`config.mk`:
```
export PLATFORM = sky130hd
export DESIGN_NAME = ubf_config
export DESIGN_NICKNAME = d
export VERILOG_FILES = /design/src/verilog/ubf_pkg.sv /design/src/verilog/ubf_config.sv
export SDC_FILE = /design/constraint.sdc
export NUM_CORES = 1
export LEC_CHECK = 0
export ABC_CLOCK_PERIOD_IN_PS = 2700
export BUFFER_PORTS_ARGS = -buffer_cell sky130_fd_sc_hd__buf_2
export CAP_MARGIN = 10
export CORE_MARGIN = 2
export CORE_UTILIZATION = 50
export DETAILED_ROUTE_END_ITERATION = 10
export GPL_ROUTABILITY_DRIVEN = 0
export PLACE_DENSITY = 0.84
export RECOVER_POWER = 50
export SKIP_LAST_GASP = 1
export SLEW_MARGIN = 20
export SYNTH_ARGS = -nofsm -noshare
export SYNTH_HDL_FRONTEND = slang
export SYNTH_SLANG_ARGS = --single-unit
```
`constraint.sdc`:
```
create_clock -name sys_clk -period 2.7 [get_ports sys_clk]
set_input_delay 0.405 -clock sys_clk [delete_from_list [all_inputs] [get_ports sys_clk]]
set_output_delay 0.405 -clock sys_clk [all_outputs]
set_load 0.02 [all_outputs]
```
`src/verilog/ubf_pkg.sv`:
```
/*
 * ubf_pkg: register offsets, field positions, reset values and timing constants
 * for the serial baud and frame configuration block.
 * assumes a single 20 MHz system clock and a byte-wide register port.
 */
package ubf_pkg;

    ////////////////////////////////////////////////////////////////////////////
    // clock
    localparam int unsigned CLK_PERIOD_NS  = 50;
    localparam int unsigned OVERSAMPLE     = 16;

    ////////////////////////////////////////////////////////////////////////////
    // register map
    localparam logic [1:0] ADDR_BAUD_HIGH  = 2'h0;
    localparam logic [1:0] ADDR_BAUD_LOW   = 2'h1;
    localparam logic [1:0] ADDR_CTRL_ONE   = 2'h2;
    localparam logic [1:0] ADDR_STATUS     = 2'h3;

    ////////////////////////////////////////////////////////////////////////////
    // baud divisor high fields
    localparam int unsigned BDH_LIN_BRK_IE = 7;
    localparam int unsigned BDH_RX_EDGE_IE = 6;
    localparam int unsigned BDH_DIV_MSB    = 4;
    localparam int unsigned DIV_WIDTH      = 13;

    ////////////////////////////////////////////////////////////////////////////
    // control one fields
    localparam int unsigned C1_LOOP        = 7;
    localparam int unsigned C1_FREEZE      = 6;
    localparam int unsigned C1_RX_SRC      = 5;
    localparam int unsigned C1_NINE_BITS   = 4;
    localparam int unsigned C1_WAKE_ADDR   = 3;
    localparam int unsigned C1_IDLE_STOP   = 2;
    localparam int unsigned C1_PAR_EN      = 1;
    localparam int unsigned C1_PAR_ODD     = 0;

    ////////////////////////////////////////////////////////////////////////////
    // status fields
    localparam int unsigned ST_ARMED       = 0;
    localparam int unsigned ST_RUNNING     = 1;
    localparam int unsigned ST_RX_GPIO     = 2;
    localparam int unsigned ST_TX_DRIVE    = 3;

    ////////////////////////////////////////////////////////////////////////////
    // reset values
    localparam logic [7:0] BDH_RESET       = 8'h00;
    localparam logic [7:0] BDL_RESET       = 8'h01;
    localparam logic [7:0] C1_RESET        = 8'h00;

    ////////////////////////////////////////////////////////////////////////////
    // idle detection lengths in bit times
    localparam logic [3:0] IDLE_BITS_8     = 4'ha;
    localparam logic [3:0] IDLE_BITS_9     = 4'hb;

    ////////////////////////////////////////////////////////////////////////////
    // baud generator state
    typedef enum logic [2:0] {
        UBF_GEN_OFF   = 3'b001,
        UBF_GEN_RUN   = 3'b010,
        UBF_GEN_FROZE = 3'b100
    } ubf_gen_t;

endpackage : ubf_pkg

```
`src/verilog/ubf_config.sv`:
```
/*
 * ubf_config: baud rate generator and frame option registers of an
 * asynchronous serial transceiver, with loop and single-wire pin routing.
 * assumes the transmitter, receiver and second control register sit outside
 * and exchange enables, flags, characters and serial levels on plain ports.
 */
// Local design decisions: strobed register access and the register offsets.

////////////////////////////////////////////////////////////////////////////////
// Behaviour
// - high divisor write is buffered; working high loads on low write
// - low divisor resets non-zero; generator idle until rx or tx first enabled
// - divisor zero stops the baud generator completely
// - high bit 7 gates lin break flag onto its interrupt request
// - high bit 6 gates receive edge flag onto its interrupt request
// - loop select routes transmitter output to receiver, rx pin unused
// - loop clear gives full duplex on separate rx and tx pins
// - control bit 6 freezes serial clocks during cpu wait
// - receiver source bit ignored unless loop selected; then tx pin node
// - in loop, source 0 internal loop, source 1 single-wire on tx pin
// - control bit 4 selects 8 or 9 data bits, lsb first
// - control bit 3 selects idle-line or address-mark wakeup
// - idle needs 10 or 11 high bits, counted after start or stop
// - parity enable generates and checks parity in the top data bit
// - parity odd select: 0 even, 1 odd, parity bit counted
// - transmitter enabled takes the tx pin as a serial output
// - loop select returns rx pin to general purpose even with rx on
module ubf_config
    import ubf_pkg::*;
(
    // clock and reset
    input  wire logic       sys_clk,
    input  wire logic       rst_n,
    // register port
    input  wire logic [1:0] reg_addr,
    input  wire logic [7:0] reg_wdata,
    input  wire logic       reg_write,
    input  wire logic       reg_read,
    output logic      [7:0] reg_rdata,
    // enables and flags from the rest of the transceiver
    input  wire logic       tx_on,
    input  wire logic       rx_on,
    input  wire logic       lin_break_flag,
    input  wire logic       rx_edge_flag,
    input  wire logic       cpu_wait,
    // interrupt requests
    output logic            lin_break_irq,
    output logic            rx_edge_irq,
    // baud ticks
    output logic            baud_x16_tick,
    output logic            baud_bit_tick,
    // frame options to transmitter and receiver
    output logic            frame_nine_bits,
    output logic            wake_on_address,
    output logic            idle_count_from_stop,
    output logic      [3:0] idle_bit_count,
    output logic            parity_enable,
    output logic            parity_odd_select,
    // parity generation and check
    input  wire logic [8:0] tx_char,
    output logic            tx_parity_bit,
    input  wire logic [8:0] rx_char,
    input  wire logic       rx_char_valid,
    output logic            rx_parity_error,
    // serial routing
    input  wire logic       tx_serial_out,
    output logic            rx_serial_in,
    input  wire logic       rx_pin_in,
    input  wire logic       tx_pin_in,
    output logic            tx_pin_out,
    output logic            tx_pin_oe,
    output logic            rx_pin_gpio
);

    ////////////////////////////////////////////////////////////////////////////
    // helpers
    function automatic logic char_parity(input logic [8:0] ch, input logic nine);
        logic [8:0] mask;
        mask = nine ? 9'h1ff : 9'h0ff;
        return ^(ch & mask);
    endfunction : char_parity

    function automatic logic [7:0] div_field(input logic [7:0] v);
        return {3'h0, v[BDH_DIV_MSB:0]};
    endfunction : div_field

    ////////////////////////////////////////////////////////////////////////////
    // registers
    logic [7:0]  bdh_buf_reg;
    logic [4:0]  div_high_reg;
    logic [7:0]  bdl_reg;
    logic [7:0]  ctrl_one_reg;
    logic        armed_reg;
    logic [12:0] div_count_reg;
    logic [3:0]  sub_count_reg;
    ubf_gen_t    gen_reg;
    ubf_gen_t    gen_next;
    logic [12:0] rate_divisor;
    logic        loopback_select;
    logic        rx_source_select;
    logic        freeze_in_wait;
    logic        lin_break_irq_en;
    logic        rx_edge_irq_en;

    assign rate_divisor     = {div_high_reg, bdl_reg};
    assign loopback_select  = ctrl_one_reg[C1_LOOP];
    assign rx_source_select = ctrl_one_reg[C1_RX_SRC];
    assign freeze_in_wait   = ctrl_one_reg[C1_FREEZE];
    assign lin_break_irq_en = bdh_buf_reg[BDH_LIN_BRK_IE];
    assign rx_edge_irq_en   = bdh_buf_reg[BDH_RX_EDGE_IE];

    ////////////////////////////////////////////////////////////////////////////
    // baud divisor registers
    always_ff @(posedge sys_clk or negedge rst_n) begin
        if (!rst_n) begin
            bdh_buf_reg  <= BDH_RESET;
            div_high_reg <= BDH_RESET[BDH_DIV_MSB:0];
            bdl_reg      <= BDL_RESET;
        end else if (reg_write) begin
            if (reg_addr == ADDR_BAUD_HIGH) begin
                bdh_buf_reg <= reg_wdata;
            end
            if (reg_addr == ADDR_BAUD_LOW) begin
                bdl_reg      <= reg_wdata;
                div_high_reg <= bdh_buf_reg[BDH_DIV_MSB:0];
            end
        end
    end

    ////////////////////////////////////////////////////////////////////////////
    // control one register
    always_ff @(posedge sys_clk or negedge rst_n) begin
        if (!rst_n) begin
            ctrl_one_reg <= C1_RESET;
        end else if (reg_write && reg_addr == ADDR_CTRL_ONE) begin
            ctrl_one_reg <= reg_wdata;
        end
    end

    ////////////////////////////////////////////////////////////////////////////
    // generator arming after first enable
    always_ff @(posedge sys_clk or negedge rst_n) begin
        if (!rst_n) begin
            armed_reg <= 1'b0;
        end else if (tx_on || rx_on) begin
            armed_reg <= 1'b1;
        end
    end

    ////////////////////////////////////////////////////////////////////////////
    // baud generator state
    always_comb begin
        gen_next = gen_reg;
        unique case (gen_reg)
            UBF_GEN_OFF: begin
                if (armed_reg && rate_divisor != 13'h0000) begin
                    gen_next = UBF_GEN_RUN;
                end
            end
            UBF_GEN_RUN: begin
                if (rate_divisor == 13'h0000) begin
                    gen_next = UBF_GEN_OFF;
                end else if (cpu_wait && freeze_in_wait) begin
                    gen_next = UBF_GEN_FROZE;
                end
            end
            UBF_GEN_FROZE: begin
                if (rate_divisor == 13'h0000) begin
                    gen_next = UBF_GEN_OFF;
                end else if (!(cpu_wait && freeze_in_wait)) begin
                    gen_next = UBF_GEN_RUN;
                end
            end
            default: begin
                gen_next = UBF_GEN_OFF;
            end
        endcase
    end

    always_ff @(posedge sys_clk or negedge rst_n) begin
        if (!rst_n) begin
            gen_reg <= UBF_GEN_OFF;
        end else begin
            gen_reg <= gen_next;
        end
    end

    ////////////////////////////////////////////////////////////////////////////
    // modulo divider: x16 tick every divisor clocks, bit tick every 16 of those
    always_ff @(posedge sys_clk or negedge rst_n) begin
        if (!rst_n) begin
            div_count_reg <= 13'h0000;
            sub_count_reg <= 4'h0;
            baud_x16_tick <= 1'b0;
            baud_bit_tick <= 1'b0;
        end else if (gen_reg != UBF_GEN_RUN) begin
            div_count_reg <= 13'h0000;
            baud_x16_tick <= 1'b0;
            baud_bit_tick <= 1'b0;
            if (gen_reg == UBF_GEN_OFF) begin
                sub_count_reg <= 4'h0;
            end
        end else if (div_count_reg >= rate_divisor - 13'h0001) begin
            div_count_reg <= 13'h0000;
            baud_x16_tick <= 1'b1;
            sub_count_reg <= sub_count_reg + 4'h1;
            baud_bit_tick <= (sub_count_reg == 4'hf);
        end else begin
            div_count_reg <= div_count_reg + 13'h0001;
            baud_x16_tick <= 1'b0;
            baud_bit_tick <= 1'b0;
        end
    end

    ////////////////////////////////////////////////////////////////////////////
    // interrupt requests
    always_ff @(posedge sys_clk or negedge rst_n) begin
        if (!rst_n) begin
            lin_break_irq <= 1'b0;
            rx_edge_irq   <= 1'b0;
        end else begin
            lin_break_irq <= lin_break_irq_en && lin_break_flag;
            rx_edge_irq   <= rx_edge_irq_en && rx_edge_flag;
        end
    end

    ////////////////////////////////////////////////////////////////////////////
    // frame options
    always_ff @(posedge sys_clk or negedge rst_n) begin
        if (!rst_n) begin
            frame_nine_bits      <= 1'b0;
            wake_on_address      <= 1'b0;
            idle_count_from_stop <= 1'b0;
            idle_bit_count       <= IDLE_BITS_8;
            parity_enable        <= 1'b0;
            parity_odd_select    <= 1'b0;
        end else begin
            frame_nine_bits      <= ctrl_one_reg[C1_NINE_BITS];
            wake_on_address      <= ctrl_one_reg[C1_WAKE_ADDR];
            idle_count_from_stop <= ctrl_one_reg[C1_IDLE_STOP];
            idle_bit_count       <= ctrl_one_reg[C1_NINE_BITS] ? IDLE_BITS_9
                                                                : IDLE_BITS_8;
            parity_enable        <= ctrl_one_reg[C1_PAR_EN];
            parity_odd_select    <= ctrl_one_reg[C1_PAR_ODD];
        end
    end

    ////////////////////////////////////////////////////////////////////////////
    // parity: top data bit carries it; total ones even or odd
    logic       nine_now;
    logic [8:0] tx_low_bits;

    assign nine_now    = ctrl_one_reg[C1_NINE_BITS];
    assign tx_low_bits = nine_now ? {1'b0, tx_char[7:0]} : {2'b00, tx_char[6:0]};

    always_ff @(posedge sys_clk or negedge rst_n) begin
        if (!rst_n) begin
            tx_parity_bit   <= 1'b0;
            rx_parity_error <= 1'b0;
        end else begin
            tx_parity_bit <= char_parity(tx_low_bits, 1'b1)
                             ^ ctrl_one_reg[C1_PAR_ODD];
            rx_parity_error <= rx_char_valid && ctrl_one_reg[C1_PAR_EN]
                               && (char_parity(rx_char, nine_now)
                                   != ctrl_one_reg[C1_PAR_ODD]);
        end
    end

    ////////////////////////////////////////////////////////////////////////////
    // pin routing; idle level high when transmitter output is off
    always_ff @(posedge sys_clk or negedge rst_n) begin
        if (!rst_n) begin
            rx_serial_in <= 1'b1;
            tx_pin_out   <= 1'b1;
            tx_pin_oe    <= 1'b0;
            rx_pin_gpio  <= 1'b1;
        end else begin
            if (!loopback_select) begin
                rx_serial_in <= rx_pin_in;
            end else if (!rx_source_select) begin
                rx_serial_in <= tx_serial_out;
            end else begin
                rx_serial_in <= tx_pin_in;
            end
            tx_pin_out  <= tx_on ? tx_serial_out : 1'b1;
            tx_pin_oe   <= tx_on;
            rx_pin_gpio <= !(rx_on && !loopback_select);
        end
    end

    ////////////////////////////////////////////////////////////////////////////
    // read port
    always_ff @(posedge sys_clk or negedge rst_n) begin
        if (!rst_n) begin
            reg_rdata <= 8'h00;
        end else if (reg_read) begin
            unique case (reg_addr)
                ADDR_BAUD_HIGH: reg_rdata <= {bdh_buf_reg[7:6], 6'h00}
                                             | div_field(bdh_buf_reg);
                ADDR_BAUD_LOW:  reg_rdata <= bdl_reg;
                ADDR_CTRL_ONE:  reg_rdata <= ctrl_one_reg;
                ADDR_STATUS:    reg_rdata <= {4'h0, tx_pin_oe, rx_pin_gpio,
                                              gen_reg == UBF_GEN_RUN, armed_reg};
            endcase
        end else begin
            reg_rdata <= 8'h00;
        end
    end

    ////////////////////////////////////////////////////////////////////////////
    // assertions
    a_high_buffered: assert property (@(posedge sys_clk) disable iff (!rst_n)
        reg_write && reg_addr == ADDR_BAUD_HIGH |=> $stable(div_high_reg))
        else $error("working high divisor changed on high write");
    a_high_on_low: assert property (@(posedge sys_clk) disable iff (!rst_n)
        reg_write && reg_addr == ADDR_BAUD_LOW
        |=> div_high_reg == $past(bdh_buf_reg[BDH_DIV_MSB:0]))
        else $error("working high divisor not loaded on low write");
    a_gen_unarmed: assert property (@(posedge sys_clk) disable iff (!rst_n)
        !armed_reg |-> !baud_x16_tick && gen_reg == UBF_GEN_OFF)
        else $error("baud generator ran before first enable");
    a_zero_stops: assert property (@(posedge sys_clk) disable iff (!rst_n)
        rate_divisor == 13'h0000 [*2] |-> !baud_x16_tick)
        else $error("baud tick with zero divisor");
    a_tick_period: assert property (@(posedge sys_clk) disable iff (!rst_n)
        baud_x16_tick && gen_reg == UBF_GEN_RUN && rate_divisor == 13'h0002
        && $stable(rate_divisor) ##1 gen_reg == UBF_GEN_RUN && $stable(rate_divisor)
        |=> baud_x16_tick || gen_reg != UBF_GEN_RUN || !$stable(rate_divisor))
        else $error("x16 tick period wrong for divisor two");
    a_lin_irq: assert property (@(posedge sys_clk) disable iff (!rst_n)
        lin_break_irq == $past(lin_break_irq_en && lin_break_flag) || $past(!rst_n))
        else $error("lin break request mismatch");
    a_edge_irq: assert property (@(posedge sys_clk) disable iff (!rst_n)
        rx_edge_flag && rx_edge_irq_en |=> rx_edge_irq)
        else $error("rx edge request missing");
    a_loop_internal: assert property (@(posedge sys_clk) disable iff (!rst_n)
        loopback_select && !rx_source_select |=> rx_serial_in == $past(tx_serial_out))
        else $error("internal loop not routed");
    a_full_duplex: assert property (@(posedge sys_clk) disable iff (!rst_n)
        !loopback_select |=> rx_serial_in == $past(rx_pin_in))
        else $error("receiver not on rx pin");
    a_wait_freeze: assert property (@(posedge sys_clk) disable iff (!rst_n)
        cpu_wait && freeze_in_wait ##1 cpu_wait && freeze_in_wait |=> !baud_x16_tick)
        else $error("baud tick while frozen in wait");
    a_single_wire: assert property (@(posedge sys_clk) disable iff (!rst_n)
        loopback_select && rx_source_select |=> rx_serial_in == $past(tx_pin_in))
        else $error("single wire receiver not on tx pin");
    a_tx_drive: assert property (@(posedge sys_clk) disable iff (!rst_n)
        tx_on |=> tx_pin_oe ##0 tx_pin_out == $past(tx_serial_out))
        else $error("tx pin not driven by transmitter");
    a_rx_release: assert property (@(posedge sys_clk) disable iff (!rst_n)
        loopback_select |=> rx_pin_gpio)
        else $error("rx pin held in loop mode");
    a_parity_check: assert property (@(posedge sys_clk) disable iff (!rst_n)
        !ctrl_one_reg[C1_PAR_EN] |=> !rx_parity_error)
        else $error("parity error with parity disabled");
    c_divisor_update: cover property (@(posedge sys_clk) disable iff (!rst_n)
        reg_write && reg_addr == ADDR_BAUD_HIGH ##[1:4]
        reg_write && reg_addr == ADDR_BAUD_LOW);
    c_bit_tick: cover property (@(posedge sys_clk) disable iff (!rst_n) baud_bit_tick);
    c_single_wire: cover property (@(posedge sys_clk) disable iff (!rst_n)
        loopback_select && rx_source_select && tx_on);
    c_frozen: cover property (@(posedge sys_clk) disable iff (!rst_n)
        gen_reg == UBF_GEN_FROZE);
endmodule : ubf_config

```
==> results.md <==
- Unrepaired setup endpoints after global routing: true
- Largest net degree at the start of global routing: 31
- Htree depth: 3
- Fmax: 319 MHz
- Worst path cell trace: or4_4, nor4_4, nand2_2, xor2_2, ha_4, nand4_1, a2111oi_4, nand3_2, buf_6, nand4_1, a21bo_1
- DR WL/cell: about 18 um
- Height of the chip: roughly 89 um
- Reg clk slew, reported paths: about 90 ps
- Dpl hpwl: 5560 um
- Slew HR: -0.0180
- Post-route ant nets: 0
- Top Ports: 68
- Core ar.: 0.00714 sq mm
- Commonest cells in the netlist: dfrtp_1, xnor2_1, mux2_2
- Synth top area share: 0.464
- Part of the cycle the worst path needs: 1.16
- Worst hold path type: input pin to register
- YS warnings: 0
- Failing checks: capacitance limit, slew limit, setup timing
- CTS Sinks: 72
- Fin. max-slew vios: 31
- Global-route wire length before repair: about 13,000 um
- Area grow syn2layout: 29.1%
- Port Buffers: 63
- Pre-CTS setup slack: -222 ps
- Final Hold Fails: 0
- Fin crit period: 3130 ps
- Die X: just under 90 um
- Worst path max stage delay: 590 ps
- Worst EP required: 2950 ps
- Buf/Inv on CP: 1
- Yosys cell types: 48
- Inst Count DP: 484
- Synth Instances: 307
- Storage element area: 0.00181 sq mm
- Root buffer cell: clkbuf_8
- Worst IR Drop VDD: roughly 0.00050 V
- GRT Residual Overflow: 0
- Cell type with the largest total area after synthesis: dfrtp_1
- CP delay by family, top: simple AND/OR/NAND/NOR gates
- CTS tree: done
- DR vias/cell: 5.44
- TritonCTS buffer count: 9
- Initial antenna violation count: 0
- Total Die Area: 0.00793 sq mm
- Antenna Cells: 0
- 1st-pass router iterations: 4
- CP Class: register to register
- Clock skew: 14.7 ps
- Worst path most repeated cell: nand4_1
- Synth Register Bits: 72
- Top cells by area, synth: dfrtp_1, mux2_2, xnor2_1
- Detailed-route via count: 2,808
- Setup TNS: -5610 ps
- Iter 0 DRT Violations: around 150
- Final WL: around 9200 um
- DRC Markers: 0
- CP Launch Type: register
- Final Non-Filler Cells: 516
- Main synth FF type: dfrtp_1
- Slowest CP cell: or4_4
- Mapped cell area: approximately 0.0036 sq mm
- Post-synth EDFFs: 0
- Initial cell density of the core: 0.507
- Multi-input gate area in the final layout: 0.00182 sq mm
- Ratio of cells with drive above 1 in the final layout: 0.403
- CTS Buffer Depth: 2
- Setup slack after layout: -431 ps
- Pwr/cell area: 722 mW/mm^2
- Syn Area/Cell: 11.8 sq um
- Critical Path AT: 3380 ps
- Flip-flop count of the largest register after layout: 13
- CP Max Fanout: 3
- Worst skew pair latency: around 360 ps
- Post-cts hold buffer count: 0
- Total leakage power: 2.14 nW
- Critical Path End Type: register
- Nets@finish: 469
- Util after Layout: 0.654
- Sequential-to-total area share from yosys stat: 0.500
- Total track usage: 0.215
- Max-cap violations: 1
- Outcome: finished with violations
- # fillers: roughly 520
- Most common cell in the netlist: dfrtp_1
- Vias in the first global route: 2,729
- Share of synthesized registers carrying an async set or reset: 1.00
- Site row count: 31
- Worst Hold Slack: 171 ps
- Final setup fails: 20
- Slew @ Worst Pin: 1530 ps
==> metal layers <==
layer | up-vias | share of wire | wire (um) | track usage
li1 | 1264 | - | - | -
met1 | 1387 | 0.38 | 3510 | 0.260
met2 | 121 | 0.52 | 4730 | 0.353
met3 | 36 | 0.054 | 495 | 0.0471
met4 | 0 | 0.047 | 432 | 0.132
met5 | - | 0 | 0 | 0
==> logic make-up (layout without fill, tap and decap cells) <==
logic type,Yosys count,after routing,synth area share
other,2,3,0.00208
AND/OR/NAND/NOR,97,97,0.147
AO/OA/AOI/OAI,26,26,0.0481
multiplexers,37,37,0.126
buffers and inverters,16,125,0.0218
flip-flops,72,72,0.500
XOR/XNOR,41,41,0.0993
adder cells (fa/ha/maj),16,16,0.0554
==> placed cells by master (no fill, tap or decap), types with 3 or more instances in the layout <==
master and n:
nand3_1 10, and3_1 5, dfrtp_1 67, nor3_1 3, nand2_1 19, mux2i_1 5, clkbuf_8 9, ha_1 15
and2_1 9, inv_1 8, xor2_1 11, nor2_1 25, conb_1 3, mux2_2 27, xnor2_1 29, o21ai_0 6
buf_4 21, mux4_2 4, nand2b_1 4, buf_2 61, dfstp_2 5, clkbuf_1 3, a21oi_1 5, buf_6 14
==> cell type report <==
class,instances,area share
clock buffer,9,0.0265
inverter,8,0.00643
multi-input combinational,220,0.391
clock inverter,7,0.0220
tap,99,0.0265
sequential,72,0.387
timing repair buffer,101,0.141
==> final timing paths <==
kind	depth (start not counted)	start	slack [ps]	end
setup / recovery	11	bdl_reg[5]	-430	sub_count_reg[1]
hold / removal	2	rx_on	170	rx_pin_gpio
setup reg to reg	11	bdl_reg[5]	-430	sub_count_reg[1]
hold reg to reg	0	ctrl_one_reg[3]	410	wake_on_address
max in group asynchronous	2	rst_n	680	gen_reg[2]
min in group asynchronous	1	rst_n	410	armed_reg
==> where the power goes <==
| group | internal [mW] | total (mW) | leakage [nW] | switching (mW) |
|---|---|---|---|---|
| Combinational | 0.464 | 0.984 | 1.13 | 0.520 |
| Sequential | 1.25 | 1.42 | 0.899 | 0.169 |
| Clock | 0.529 | 0.965 | 0.110 | 0.436 |
==> worst register-to-register path, delay by kind of cell (launching register included) <==
family | cells | cell delay [ps]
XOR/XNOR | 1 | 180
adder cells (fa/ha/maj) | 1 | 300
AO/OA/AOI/OAI | 2 | 560
buffers and inverters | 1 | 170
flip-flops | 1 | 400
AND/OR/NAND/NOR | 6 | 1420
==> stage by stage <==
step           instance area (sq um)  power, mW
4_1_cts                         4530       3.29
3_5_place_dp                    4190       2.30
3_3_place_gp                    4190       2.26
6_report                        4670       3.37
2_1_floorplan                   3620       1.97
5_1_grt                         4670       3.53
==> repair_timing <==
action / 4_1_cts / 5_1_grt
pin swaps: 2 / 7
setup endpoints to repair: 19 / 20
buffers inserted: 12 / 14
gates resized for setup: 3 / 26
Note: power is estimated with default switching activity, not from simulation.
